File: config.mk
export PLATFORM = sky130hd
export DESIGN_NAME = exrn_unit
export DESIGN_NICKNAME = d
export VERILOG_FILES = /design/src/rtl/exrn_pkg.sv /design/src/rtl/exrn_nmi_gate.sv /design/src/rtl/exrn_unit.sv
export SDC_FILE = /design/constraint.sdc
export NUM_CORES = 1
export LEC_CHECK = 0
export CORE_ASPECT_RATIO = 0.5
export CORE_UTILIZATION = 40
export DETAILED_ROUTE_END_ITERATION = 7
export DONT_BUFFER_PORTS = 1
export GPL_TIMING_DRIVEN = 0
export PLACE_DENSITY = 0.59
export REMOVE_ABC_BUFFERS = 1
export SYNTH_ARGS = -nofsm -noshare
export SYNTH_HDL_FRONTEND = slang
export SYNTH_SLANG_ARGS = --single-unit
File: constraint.sdc
create_clock -name mclk -period 5.45 [get_ports mclk]
set_input_delay 0.2725 -clock mclk [delete_from_list [all_inputs] [get_ports mclk]]
set_output_delay 0.2725 -clock mclk [all_outputs]
set_load 0.01 [all_outputs]
File: src/rtl/exrn_pkg.sv
// Package for the exception restart and non-maskable interrupt unit
package exrn_pkg;
	localparam int AW = 32;                       // Instruction pointer width
	localparam int VW = 8;                        // Vector width
	localparam int FW = 32;                       // Flags register width
	localparam logic [7:0] NMI_VEC = 8'h02;       // Non-maskable vector
	localparam int IE_BIT = 9;                    // Interrupt-enable flag bit
	localparam int VM_BIT = 17;                   // Virtual-8086 flag bit
	localparam logic [1:0] IO_PRIVILEGE_LEVEL_MAX = 2'h3;       // Top privilege level
	localparam logic [31:0] ZERO_AW = 32'h0;
	localparam logic [7:0] ZERO_VW = 8'h00;

	// Exception class as reported by the retirement logic
	typedef enum logic [1:0] {
		EXRN_FAULT = 2'h0,
		EXRN_TRAP  = 2'h1,
		EXRN_ABORT = 2'h2
	} exrn_class_t;

	// Kind of event that was delivered
	typedef enum logic [1:0] {
		EXRN_K_NONE = 2'h0,
		EXRN_K_EXC  = 2'h1,
		EXRN_K_INT  = 2'h2,
		EXRN_K_NMI  = 2'h3
	} exrn_kind_t;

	// Controller states; Gray along idle, deliver, in handler
	typedef enum logic [1:0] {
		EXRN_IDLE = 2'h0,
		EXRN_DLV  = 2'h1,
		EXRN_HND  = 2'h3
	} exrn_state_t;
endpackage

File: src/rtl/exrn_nmi_gate.sv
// Non-maskable request capture and blocking
`timescale 1ns/1ps
module exrn_nmi_gate (
	// Clock and reset
	input  wire logic mclk,
	input  wire logic rst,
	// Sources
	input  wire logic nmi_pin,
	input  wire logic nmi_msg,
	// Control from the main unit
	input  wire logic take,
	input  wire logic interrupt_return_instruction_done,
	// Status
	output logic      pending,
	output logic      blocked
);
	import exrn_pkg::*;

	typedef struct packed {
		logic pend;
		logic blk;
		logic pin_prev;
	} exrn_ng_t;

	exrn_ng_t s_q;
	exrn_ng_t s_d;
	logic     rise;

	assign rise = nmi_pin & ~s_q.pin_prev;

	// Pending capture and blocking until the return instruction
	always_comb begin
		s_d = s_q;
		s_d.pin_prev = nmi_pin;
		if (take)
			s_d.pend = 1'b0;
		if (rise | nmi_msg)
			s_d.pend = 1'b1;  // Set wins over take [RQ14] [RQ23]
		if (take)
			s_d.blk = 1'b1;   // [RQ18]
		else if (interrupt_return_instruction_done)
			s_d.blk = 1'b0;   // Even a faulting return unblocks [RQ20]
	end

	always_ff @(posedge mclk) begin
		if (rst)
			s_q <= '0;
		else
			s_q <= s_d;
	end

	assign pending = s_q.pend;
	assign blocked = s_q.blk;
endmodule // exrn_nmi_gate

File: src/rtl/exrn_unit.sv
// Exception restart and non-maskable interrupt unit, main logic
`timescale 1ns/1ps
// Overview of operation
// RQ1: Fault rolls machine state back before instruction
// RQ2: Fault return address is faulting instruction
// RQ3: Trap reported after instruction, returns to next
// RQ4: Trap on control transfer returns to target
// RQ5: Abort is imprecise and not restartable
// RQ6: Non-abort exceptions only at instruction boundaries
// RQ7: Interrupts accepted only at instruction boundaries
// RQ8: Interrupt return pointer is next instruction
// RQ9: Repeat prefix: interrupt after current iteration
// RQ10: Boundaries come from retirement, in order
// RQ11: No events from prefetch or early decode
// RQ12: Keep registers and stack for fault restart
// RQ13: Fault with modified registers is non-restartable
// RQ14: Non-maskable from pin or bus message
// RQ15: Non-maskable serviced at once through vector two
// RQ16: Interrupt-enable flag ignores non-maskable requests
// RQ17: Maskable vector two skips non-maskable hardware
// RQ18: Block further non-maskable until return instruction
// RQ19: Block other interrupts during non-maskable handler
// RQ20: Return instruction unblocks even when faulting
// RQ21: Software uses interrupt gate for handler
// RQ22: Interrupt gate clears enable flag; trap doesn't
// RQ23: Hold pin request while blocked, deliver later
module exrn_unit (
	// Clock and reset
	input  wire logic                     mclk,
	input  wire logic                     rst,
	// Retirement port
	input  wire logic                     ret_valid,
	input  wire logic                     ret_boundary,
	input  wire logic                     ret_spec,
	input  wire logic [exrn_pkg::AW-1:0]  ret_ip,
	input  wire logic [exrn_pkg::AW-1:0]  ret_next_ip,
	input  wire logic                     ret_taken,
	input  wire logic [exrn_pkg::AW-1:0]  ret_target_ip,
	input  wire logic                     ret_rep,
	input  wire logic                     ret_rep_last,
	input  wire logic                     ret_interrupt_return_instruction,
	// Exception report from execution
	input  wire logic                     exc_valid,
	input  wire exrn_pkg::exrn_class_t    exc_class,
	input  wire logic [exrn_pkg::VW-1:0]  exc_vector,
	input  wire logic                     exc_gpr_dirty,
	// Interrupt sources
	input  wire logic                     nmi_pin,
	input  wire logic                     nmi_msg,
	input  wire logic                     maskable_interrupt_pin,
	input  wire logic [exrn_pkg::VW-1:0]  int_vector,
	// Flags and gate type
	input  wire logic [exrn_pkg::FW-1:0]  flags_register,
	input  wire logic                     gate_is_maskable_interrupt_pin,
	// Delivery to the saved-state logic
	output logic                          dlv_valid,
	output exrn_pkg::exrn_kind_t          dlv_kind,
	output logic [exrn_pkg::VW-1:0]       dlv_vector,
	output logic [exrn_pkg::AW-1:0]       dlv_return_ip,
	output logic                          dlv_restartable,
	output logic                          dlv_precise,
	output logic                          dlv_clear_ie,
	output logic                          rollback,
	output logic                          save_regs,
	output logic                          int_ack,
	// Status
	output logic                          nmi_blocked,
	output logic                          in_nmi_handler
);
	import exrn_pkg::*;

	// Return address for an exception of the given class
	function automatic logic [AW-1:0] ret_addr(
		input exrn_class_t c, input logic [AW-1:0] ip,
		input logic [AW-1:0] nxt, input logic tk,
		input logic [AW-1:0] tgt);
		logic [AW-1:0] r;
		r = ip;
		if (c == EXRN_TRAP)
			r = tk ? tgt : nxt;
		return r;
	endfunction

	typedef struct packed {
		exrn_state_t   st;
		logic          v;
		exrn_kind_t    kind;
		logic [VW-1:0] vec;
		logic [AW-1:0] rip;
		logic          rst_ok;
		logic          prec;
		logic          clr_ie;
		logic          rb;
		logic          sv;
		logic          ack;
		logic          in_nmi;
	} exrn_st_t;

	exrn_st_t s_q;
	exrn_st_t s_d;

	logic nmi_pend;
	logic nmi_blk;
	logic nmi_take;
	logic interrupt_return_instruction_done;
	logic bnd;
	logic ie;

	// In-order boundary from retirement only; speculation ignored
	assign bnd = ret_valid & ret_boundary & ~ret_spec; // [RQ10] [RQ11]
	assign ie  = flags_register[IE_BIT];
	// Return retiring, including one that faults in virtual-8086 mode
	assign interrupt_return_instruction_done = ret_valid & ~ret_spec & ret_interrupt_return_instruction; // [RQ20]

	exrn_nmi_gate u_gate (
		.mclk      (mclk),
		.rst       (rst),
		.nmi_pin   (nmi_pin),
		.nmi_msg   (nmi_msg),
		.take      (nmi_take),
		.interrupt_return_instruction_done (interrupt_return_instruction_done),
		.pending   (nmi_pend),
		.blocked   (nmi_blk)
	);

	// Non-maskable taken at a boundary, ignoring the enable flag
	assign nmi_take = bnd & nmi_pend & ~nmi_blk & ~exc_valid &
		(s_q.st != EXRN_DLV); // [RQ15] [RQ16] [RQ7]

	// Delivery selection
	always_comb begin
		s_d = s_q;
		s_d.v   = 1'b0;
		s_d.rb  = 1'b0;
		s_d.sv  = 1'b0;
		s_d.ack = 1'b0;
		case (s_q.st)
			EXRN_IDLE, EXRN_HND: begin
				if (interrupt_return_instruction_done) begin
					s_d.in_nmi = 1'b0; // [RQ20]
					s_d.st     = EXRN_IDLE;
				end
				if (ret_valid && !ret_spec && exc_valid &&
					(ret_boundary || exc_class == EXRN_ABORT)) begin
					// Exceptions at boundaries; aborts anywhere [RQ6] [RQ11]
					s_d.v    = 1'b1;
					s_d.kind = EXRN_K_EXC;
					s_d.vec  = exc_vector;
					s_d.rip  = ret_addr(exc_class, ret_ip, ret_next_ip,
						ret_taken, ret_target_ip); // [RQ2] [RQ3] [RQ4]
					s_d.rb   = (exc_class == EXRN_FAULT); // [RQ1]
					s_d.sv   = (exc_class == EXRN_FAULT); // [RQ12]
					// Abort and dirty-register fault are not restartable
					s_d.rst_ok = (exc_class != EXRN_ABORT) &&
						!(exc_class == EXRN_FAULT && exc_gpr_dirty); // [RQ5] [RQ13]
					s_d.prec = (exc_class != EXRN_ABORT); // [RQ5]
					s_d.clr_ie = gate_is_maskable_interrupt_pin; // [RQ22]
					s_d.st   = EXRN_DLV;
				end else if (nmi_take) begin
					s_d.v      = 1'b1;
					s_d.kind   = EXRN_K_NMI;
					s_d.vec    = NMI_VEC; // [RQ15]
					s_d.rip    = (ret_rep && !ret_rep_last) ? ret_ip :
						(ret_taken ? ret_target_ip : ret_next_ip); // [RQ8] [RQ9]
					s_d.rst_ok = 1'b1;
					s_d.prec   = 1'b1;
					s_d.clr_ie = gate_is_maskable_interrupt_pin; // [RQ22]
					s_d.in_nmi = 1'b1;
					s_d.st     = EXRN_DLV;
				end else if (bnd && maskable_interrupt_pin && ie &&
					!s_q.in_nmi && !nmi_blk) begin
					// Vector two here is an ordinary interrupt [RQ17] [RQ19]
					s_d.v      = 1'b1;
					s_d.kind   = EXRN_K_INT;
					s_d.vec    = int_vector;
					s_d.rip    = (ret_rep && !ret_rep_last) ? ret_ip :
						(ret_taken ? ret_target_ip : ret_next_ip); // [RQ8] [RQ9]
					s_d.rst_ok = 1'b1;
					s_d.prec   = 1'b1;
					s_d.clr_ie = gate_is_maskable_interrupt_pin; // [RQ22]
					s_d.ack    = 1'b1;
					s_d.st     = EXRN_DLV;
				end
			end
			EXRN_DLV: begin
				s_d.st = s_q.in_nmi ? EXRN_HND : EXRN_IDLE;
			end
			default: s_d.st = EXRN_IDLE;
		endcase
	end

	always_ff @(posedge mclk) begin
		if (rst) begin
			s_q <= '{st: EXRN_IDLE, kind: EXRN_K_NONE, vec: ZERO_VW,
				rip: ZERO_AW, default: 1'b0};
		end else begin
			s_q <= s_d;
		end
	end

	// Registered outputs
	assign dlv_valid       = s_q.v;
	assign dlv_kind        = s_q.kind;
	assign dlv_vector      = s_q.vec;
	assign dlv_return_ip   = s_q.rip;
	assign dlv_restartable = s_q.rst_ok;
	assign dlv_precise     = s_q.prec;
	assign dlv_clear_ie    = s_q.clr_ie;
	assign rollback        = s_q.rb;
	assign save_regs       = s_q.sv;
	assign int_ack         = s_q.ack;
	assign nmi_blocked     = nmi_blk;
	assign in_nmi_handler  = s_q.in_nmi;
endmodule // exrn_unit
Word level (Yosys, flattened, before mapping)
Index checks and enable logic that the tools add are counted.
{"block": "op_classes", "n_bitwise": 16, "reduce_logical": 26, "n_eq_ne": 7, "n_mux": 17}
{"operator": "2-to-1 mux 48 bit", "n": 3}
{"operator": "2-to-1 mux 32 bit", "n": 3}
{"operator": "logical AND 1 bit", "n": 10}
{"operator": "bitwise AND 1 bit", "n": 9}
{"operator": "2-to-1 mux 1 bit", "n": 8}
{"operator": "inverter 1 bit", "n": 6}
{"operator": "zero test 1 bit", "n": 5}
{"operator": "inequality test 5 bit (second input constant)", "n": 1}
{"operator": "equality test 2 x 1 -> 1 bit (second input constant)", "n": 2}
{"operator": "equality test 2 bit (second input constant)", "n": 2}
{"operator": "zero test 2 bit", "n": 2}
{"operator": "2-to-1 mux 2 bit", "n": 2}
{"operator": "one-hot mux 2 bit (2 select lines)", "n": 1}
{"operator": "nonzero test 2 bit", "n": 2}
{"operator": "OR reduction 2 bit", "n": 2}
{"operator": "OR reduction 4 bit", "n": 1}
{"operator": "nonzero test 3 bit", "n": 1}
{"operator": "OR reduction 3 bit", "n": 1}
{"operator": "inequality test 2 x 1 -> 1 bit (second input constant)", "n": 1}
{"operator": "inequality test 2 bit (second input constant)", "n": 1}
{"operator": "AND reduction 2 bit", "n": 1}
{"operator": "logical OR 1 bit", "n": 1}
{"operator": "bitwise OR 1 bit", "n": 1}
{"block": "totals", "word_cells": 80, "register_bits": 54}

Longest topological paths before layout
{"block": "depth", "depth_word": 10, "depth_mapped": 7, "ltp_nobuf": 6}

Hierarchy
A second synthesis with hierarchy kept.
{"block": "unflattened", "cells_unflattened": 481, "area_unflattened_um2": 4005.1}
{"mod": "exrn_unit", "cells_per_inst": 470, "area_each_um2": 3901.2, "seq_area_each_um2": 1021.0, "n_inst": 1}
{"mod": "exrn_nmi_gate", "cells_per_inst": 11, "area_each_um2": 103.8, "seq_area_each_um2": 60.1, "n_inst": 1}

Worst setup path after synthesis
Ideal clock, no wire load.
{"block": "synth_path", "path_type": "flip-flop to flip-flop", "startpoint": "reg s_q[51] (netlist name)", "endpoint": "reg s_q (netlist bit dlv_return_ip[10])", "synth_period_minus_slack_ns": 1.900, "arrival_ns": 1.812, "path_buffers": 1, "setup_time_ns": 0.088, "setup_slack_ns": 3.550, "path_stages_with_launch": 8, "cell_sequence": "dfxtp_1 -> inv_1 -> ha_1 -> or3b_4 -> a211oi_4 -> buf_6 -> o211ai_2 -> a311oi_2"}
{"block": "synth_between", "elab_chain_len": 4, "elab_cells_between_ends": 9}
{"item": "start, declared", "line": "exrn_unit.sv:99", "rtl": "exrn_st_t s_q;"}
{"item": "start signal, assigned", "line": "exrn_unit.sv:194", "rtl": "s_q <= '{st: EXRN_IDLE, kind: EXRN_K_NONE, vec: ZERO_VW,"}
{"item": "inequality test 2 x 1 -> 1 bit", "line": "exrn_unit.sv:128", "rtl": "(s_q.st != EXRN_DLV);"}
{"item": "bitwise AND 1 bit", "line": "exrn_unit.sv:127", "rtl": "assign nmi_take = bnd & nmi_pend & ~nmi_blk & ~exc_valid &"}
{"item": "nonzero test 3 bit (no source line) or 2-to-1 mux 48 bit (tied branches)"}
{"item": "AND reduction 2 bit (no source line) or 2-to-1 mux 48 bit (tied branches)"}
Parallel ways exist; a longest one is shown, timed or not.
A chain may end at the register's enable or synchronous reset.

Worst setup path after layout
{"block": "layout_path", "startpoint": "reg s_q[51] (netlist name)", "endpoint": "reg s_q (netlist bit dlv_return_ip[24])"}
Same word-level chain as after synthesis.

==> impl_metrics.env <==
export IMPL_numCtsBuffers=5
export IMPL_syn_inst=458
export IMPL_ir_drop_mv=0.1536
export IMPL_seq_area_sq_um=1081
export IMPL_power_density_nw_per_um2=255.6
export IMPL_drc_errors=0
export IMPL_hold_start="rst"
export IMPL_drv_cap=0
export IMPL_synth_area_top_cells="dfxtp_1 (27%), a311oi_2 (11%), o211ai_1 (11%)"
export IMPL_grt_pass1_vias=2953
export IMPL_drtIter0Drc=176
export IMPL_worstPathRequired_ps=5620
export IMPL_hold_path_depth=1
export IMPL_area_delta_synth_final_pct=0.1254
export IMPL_dp_cells=513
export IMPL_grt_pass1_wl_um=15670
export IMPL_io_pins=212
export IMPL_port_buffer_count=0
export IMPL_cts_root_buf="clkbuf_16"
export IMPL_hold_violations=0
export IMPL_setup_tns_final_ps=0
export IMPL_cts_sinks=54
export IMPL_grt_overflow=0
export IMPL_maxSlewViolCount=0
export IMPL_synthArstFlopShare=0
export IMPL_multi_input_area_sq_um=2356
export IMPL_rsz0062_at_grt="false"
export IMPL_finalNonFillerCells=521
export IMPL_dr_wl_met3_um=629
export IMPL_hold_ws_ps=35.00
export IMPL_drive_above_1_share=0.1839
export IMPL_syn_area_per_cell_sq_um=8.720
export IMPL_timing_final_ws_setup_ps=2757
export IMPL_synthFlopType="dfxtp_1"
export IMPL_synth_edf_count=0
export IMPL_setup_viol=0
export IMPL_worstPathCellList="inv_1 > ha_1 > nor3b_1 > o211ai_1 > nand2_2 > buf_16 > a311oi_2"
export IMPL_slowest_delay_ps=690
export IMPL_clock_path_buffers=2
export IMPL_cts_tree="built"
export IMPL_cellLeakagePower_nw=1.231
export IMPL_cts_resized=0
export IMPL_ff2ff_path_depth=7
export IMPL_grt_max_degree=57
export IMPL_slew_headroom=0.3615
export IMPL_htreeDepth=2
export IMPL_vias=3177
export IMPL_worst_path_max_delay_cell="nand2_2"
export IMPL_viasPerCell=6.098
export IMPL_fin_crit_sh=0.4940
export IMPL_syn_area_sq_um=3994
export IMPL_finalCriticalPeriod_ps=2693
export IMPL_antenna_found_initial=0
export IMPL_status="completed"
export IMPL_ys_warnings_count=0
export IMPL_initial_core_util=0.4173
export IMPL_r2r_end="dlv_return_ip[24]$_SDFFE_PP0P_"
export IMPL_critical_path_class="flop to flop"
export IMPL_rows=25
export IMPL_timing_fmax_mhz=371.4
export IMPL_postRouteAntennaNets=0
export IMPL_clock_skew_ps=4.018
export IMPL_crit_buf_inv=2
export IMPL_place_hpwl_um=7026
export IMPL_drt_pass1_iterations=4
export IMPL_dp_slack_ps=2746
export IMPL_place_congestion=0.8049
export IMPL_cp_arrival_ps=2870
export IMPL_cp_top_family="simple AND/OR/NAND/NOR gates"
export IMPL_path_clk_slew_ps=70
export IMPL_grt_use_total=0.1935
export IMPL_synth_ff_latch_count=54
export IMPL_die_area_sq_um=10410
export IMPL_die_height_um=72.66
export IMPL_hold_buffers=0
export IMPL_wl_um=10100
export IMPL_regToRegSetupSlack_ps=2760
export IMPL_die_x_um=143.3
export IMPL_synth_area_leader_cell="dfxtp_1"
export IMPL_endpoint_kind="flop"
export IMPL_wl_per_cell_um=19.38
export IMPL_top_layer_used="met4"
export IMPL_totalPowerFinal_mw=1.022
export IMPL_wl_met2_um=4989
export IMPL_diodes=0
export IMPL_synth_distinct_cells=42
export IMPL_met1_length_um=4414
export IMPL_path_max_fanout=25
export IMPL_post_cts_buffers=0
export IMPL_start_kind="flop"
export IMPL_tightest_slew_ps=957.7
export IMPL_nets=548
export IMPL_synth_top_cell_area_share=0.2707
export IMPL_hp_class="primary input to flop"
export IMPL_r2r_start="s_q[51]$_SDFFE_PP0P_"
export IMPL_seq_area_frac_synth=0.2707
export IMPL_holdPathEnd="dlv_vector[4]$_SDFFE_PP0P_"
export IMPL_clock_latency_ps=300
export IMPL_fill_cells=962
export IMPL_core_area_sq_um=9572
## kinds of logic (layout without fill, tap and decap cells)
family | count (synthesis) | count (layout) | share of synthesized area
AOI/OAI and AO/OA | 138 | 138 | 0.3358
adders and majority gates | 2 | 2 | 0.006265
buffers and inverters | 93 | 21 | 0.1429
and+or+nand+nor | 139 | 139 | 0.1642
muxes | 32 | 32 | 0.08020
DFF | 54 | 54 | 0.2707
## worst register-to-register path, delay by kind of cell, from the launching register on
family	cells	cell delay, ps
compound gates	2	450
flops	1	350
buf+inv	2	310
simple gates	2	1250
fa+ha+maj	1	200
## through the flow
step / area, sq um / utilization
2_1_floorplan: 3442 / -
3_3_place_gp: 3611 / 0.3773
3_5_place_dp: 3805 / 0.3975
4_1_cts: 3999 / 0.4178
5_1_grt: 3999 / 0.4178
6_report: 3999 / 0.4178
## synthesized netlist by cell type (6+ instances only)
cell type   n
a211oi_2    7
a311oi_2   29
a22oi_1     8
clkbuf_1   24
mux2i_1    32
o211ai_1   57
o211ai_2    9
a21oi_1     7
nor2_1      6
nand2_1    70
dfxtp_1    54
o21ai_0     6
buf_4      49
nor3_1     42
buf_2      12
## placed cells by master, fill, tap and decap left out, types with 3 or more instances in the layout
cell type  Yosys  layout
clkbuf_16      0       5
o211ai_1      57      57
o211ai_2       9       9
a22oi_1        8       8
nand3_1        3       3
buf_16         0       4
o21ai_0        6       6
inv_1          5       5
dfxtp_1       54      54
a21oi_1        7       7
a311oi_2      29      29
nand2_1       70      69
mux2i_1       32      32
a311oi_1       4       4
a211oi_2       7       7
nor3_1        42      42
nor2_1         6       6
## power by group
part / switching [mW] / leakage (nW) / internal, mW
combinational: 0.0865 / 0.696 / 0.0687
clock: 0.158 / 0.0940 / 0.265
sequential: 0.0268 / 0.441 / 0.417
total: 0.271 / 1.23 / 0.751
## how the worst max path moves through the flow
stage                                    start                             end  cells after the start
after floorplan                   exc_class[1]  dlv_return_ip[16]$_SDFFE_PP0P_                      4
after global placement            exc_class[1]  dlv_return_ip[10]$_SDFFE_PP0P_                      4
after detailed placement  s_q[51]$_SDFFE_PP0P_  dlv_return_ip[31]$_SDFFE_PP0P_                      7
after CTS                 s_q[51]$_SDFFE_PP0P_   dlv_return_ip[2]$_SDFFE_PP0P_                      7
after global routing      s_q[51]$_SDFFE_PP0P_  dlv_return_ip[31]$_SDFFE_PP0P_                      7
final                     s_q[51]$_SDFFE_PP0P_  dlv_return_ip[24]$_SDFFE_PP0P_                      7
## area by class of cell
class	instances	area share
inverter	5	0.004693
tap	135	0.04224
timing repair buffer	8	0.04506
sequential	54	0.2703
clock buffer	5	0.03129
clock inverter	3	0.01721
multi-input combinational	311	0.5892
## flip-flops by register name, indices dropped and copies added, names as in the netlist, 2 cells and up
name	flops
s_q	2
dlv_kind	2
dlv_return_ip	32
dlv_vector	8
## routing by layer
metal | up-vias | global-route usage
met5 | - | 0
met4 | 0 | 0.04019
met3 | 6 | 0.04856
met2 | 99 | 0.3382
met1 | 1518 | 0.2435
li1 | 1554 | -
(Power assumes the default switching activity.)
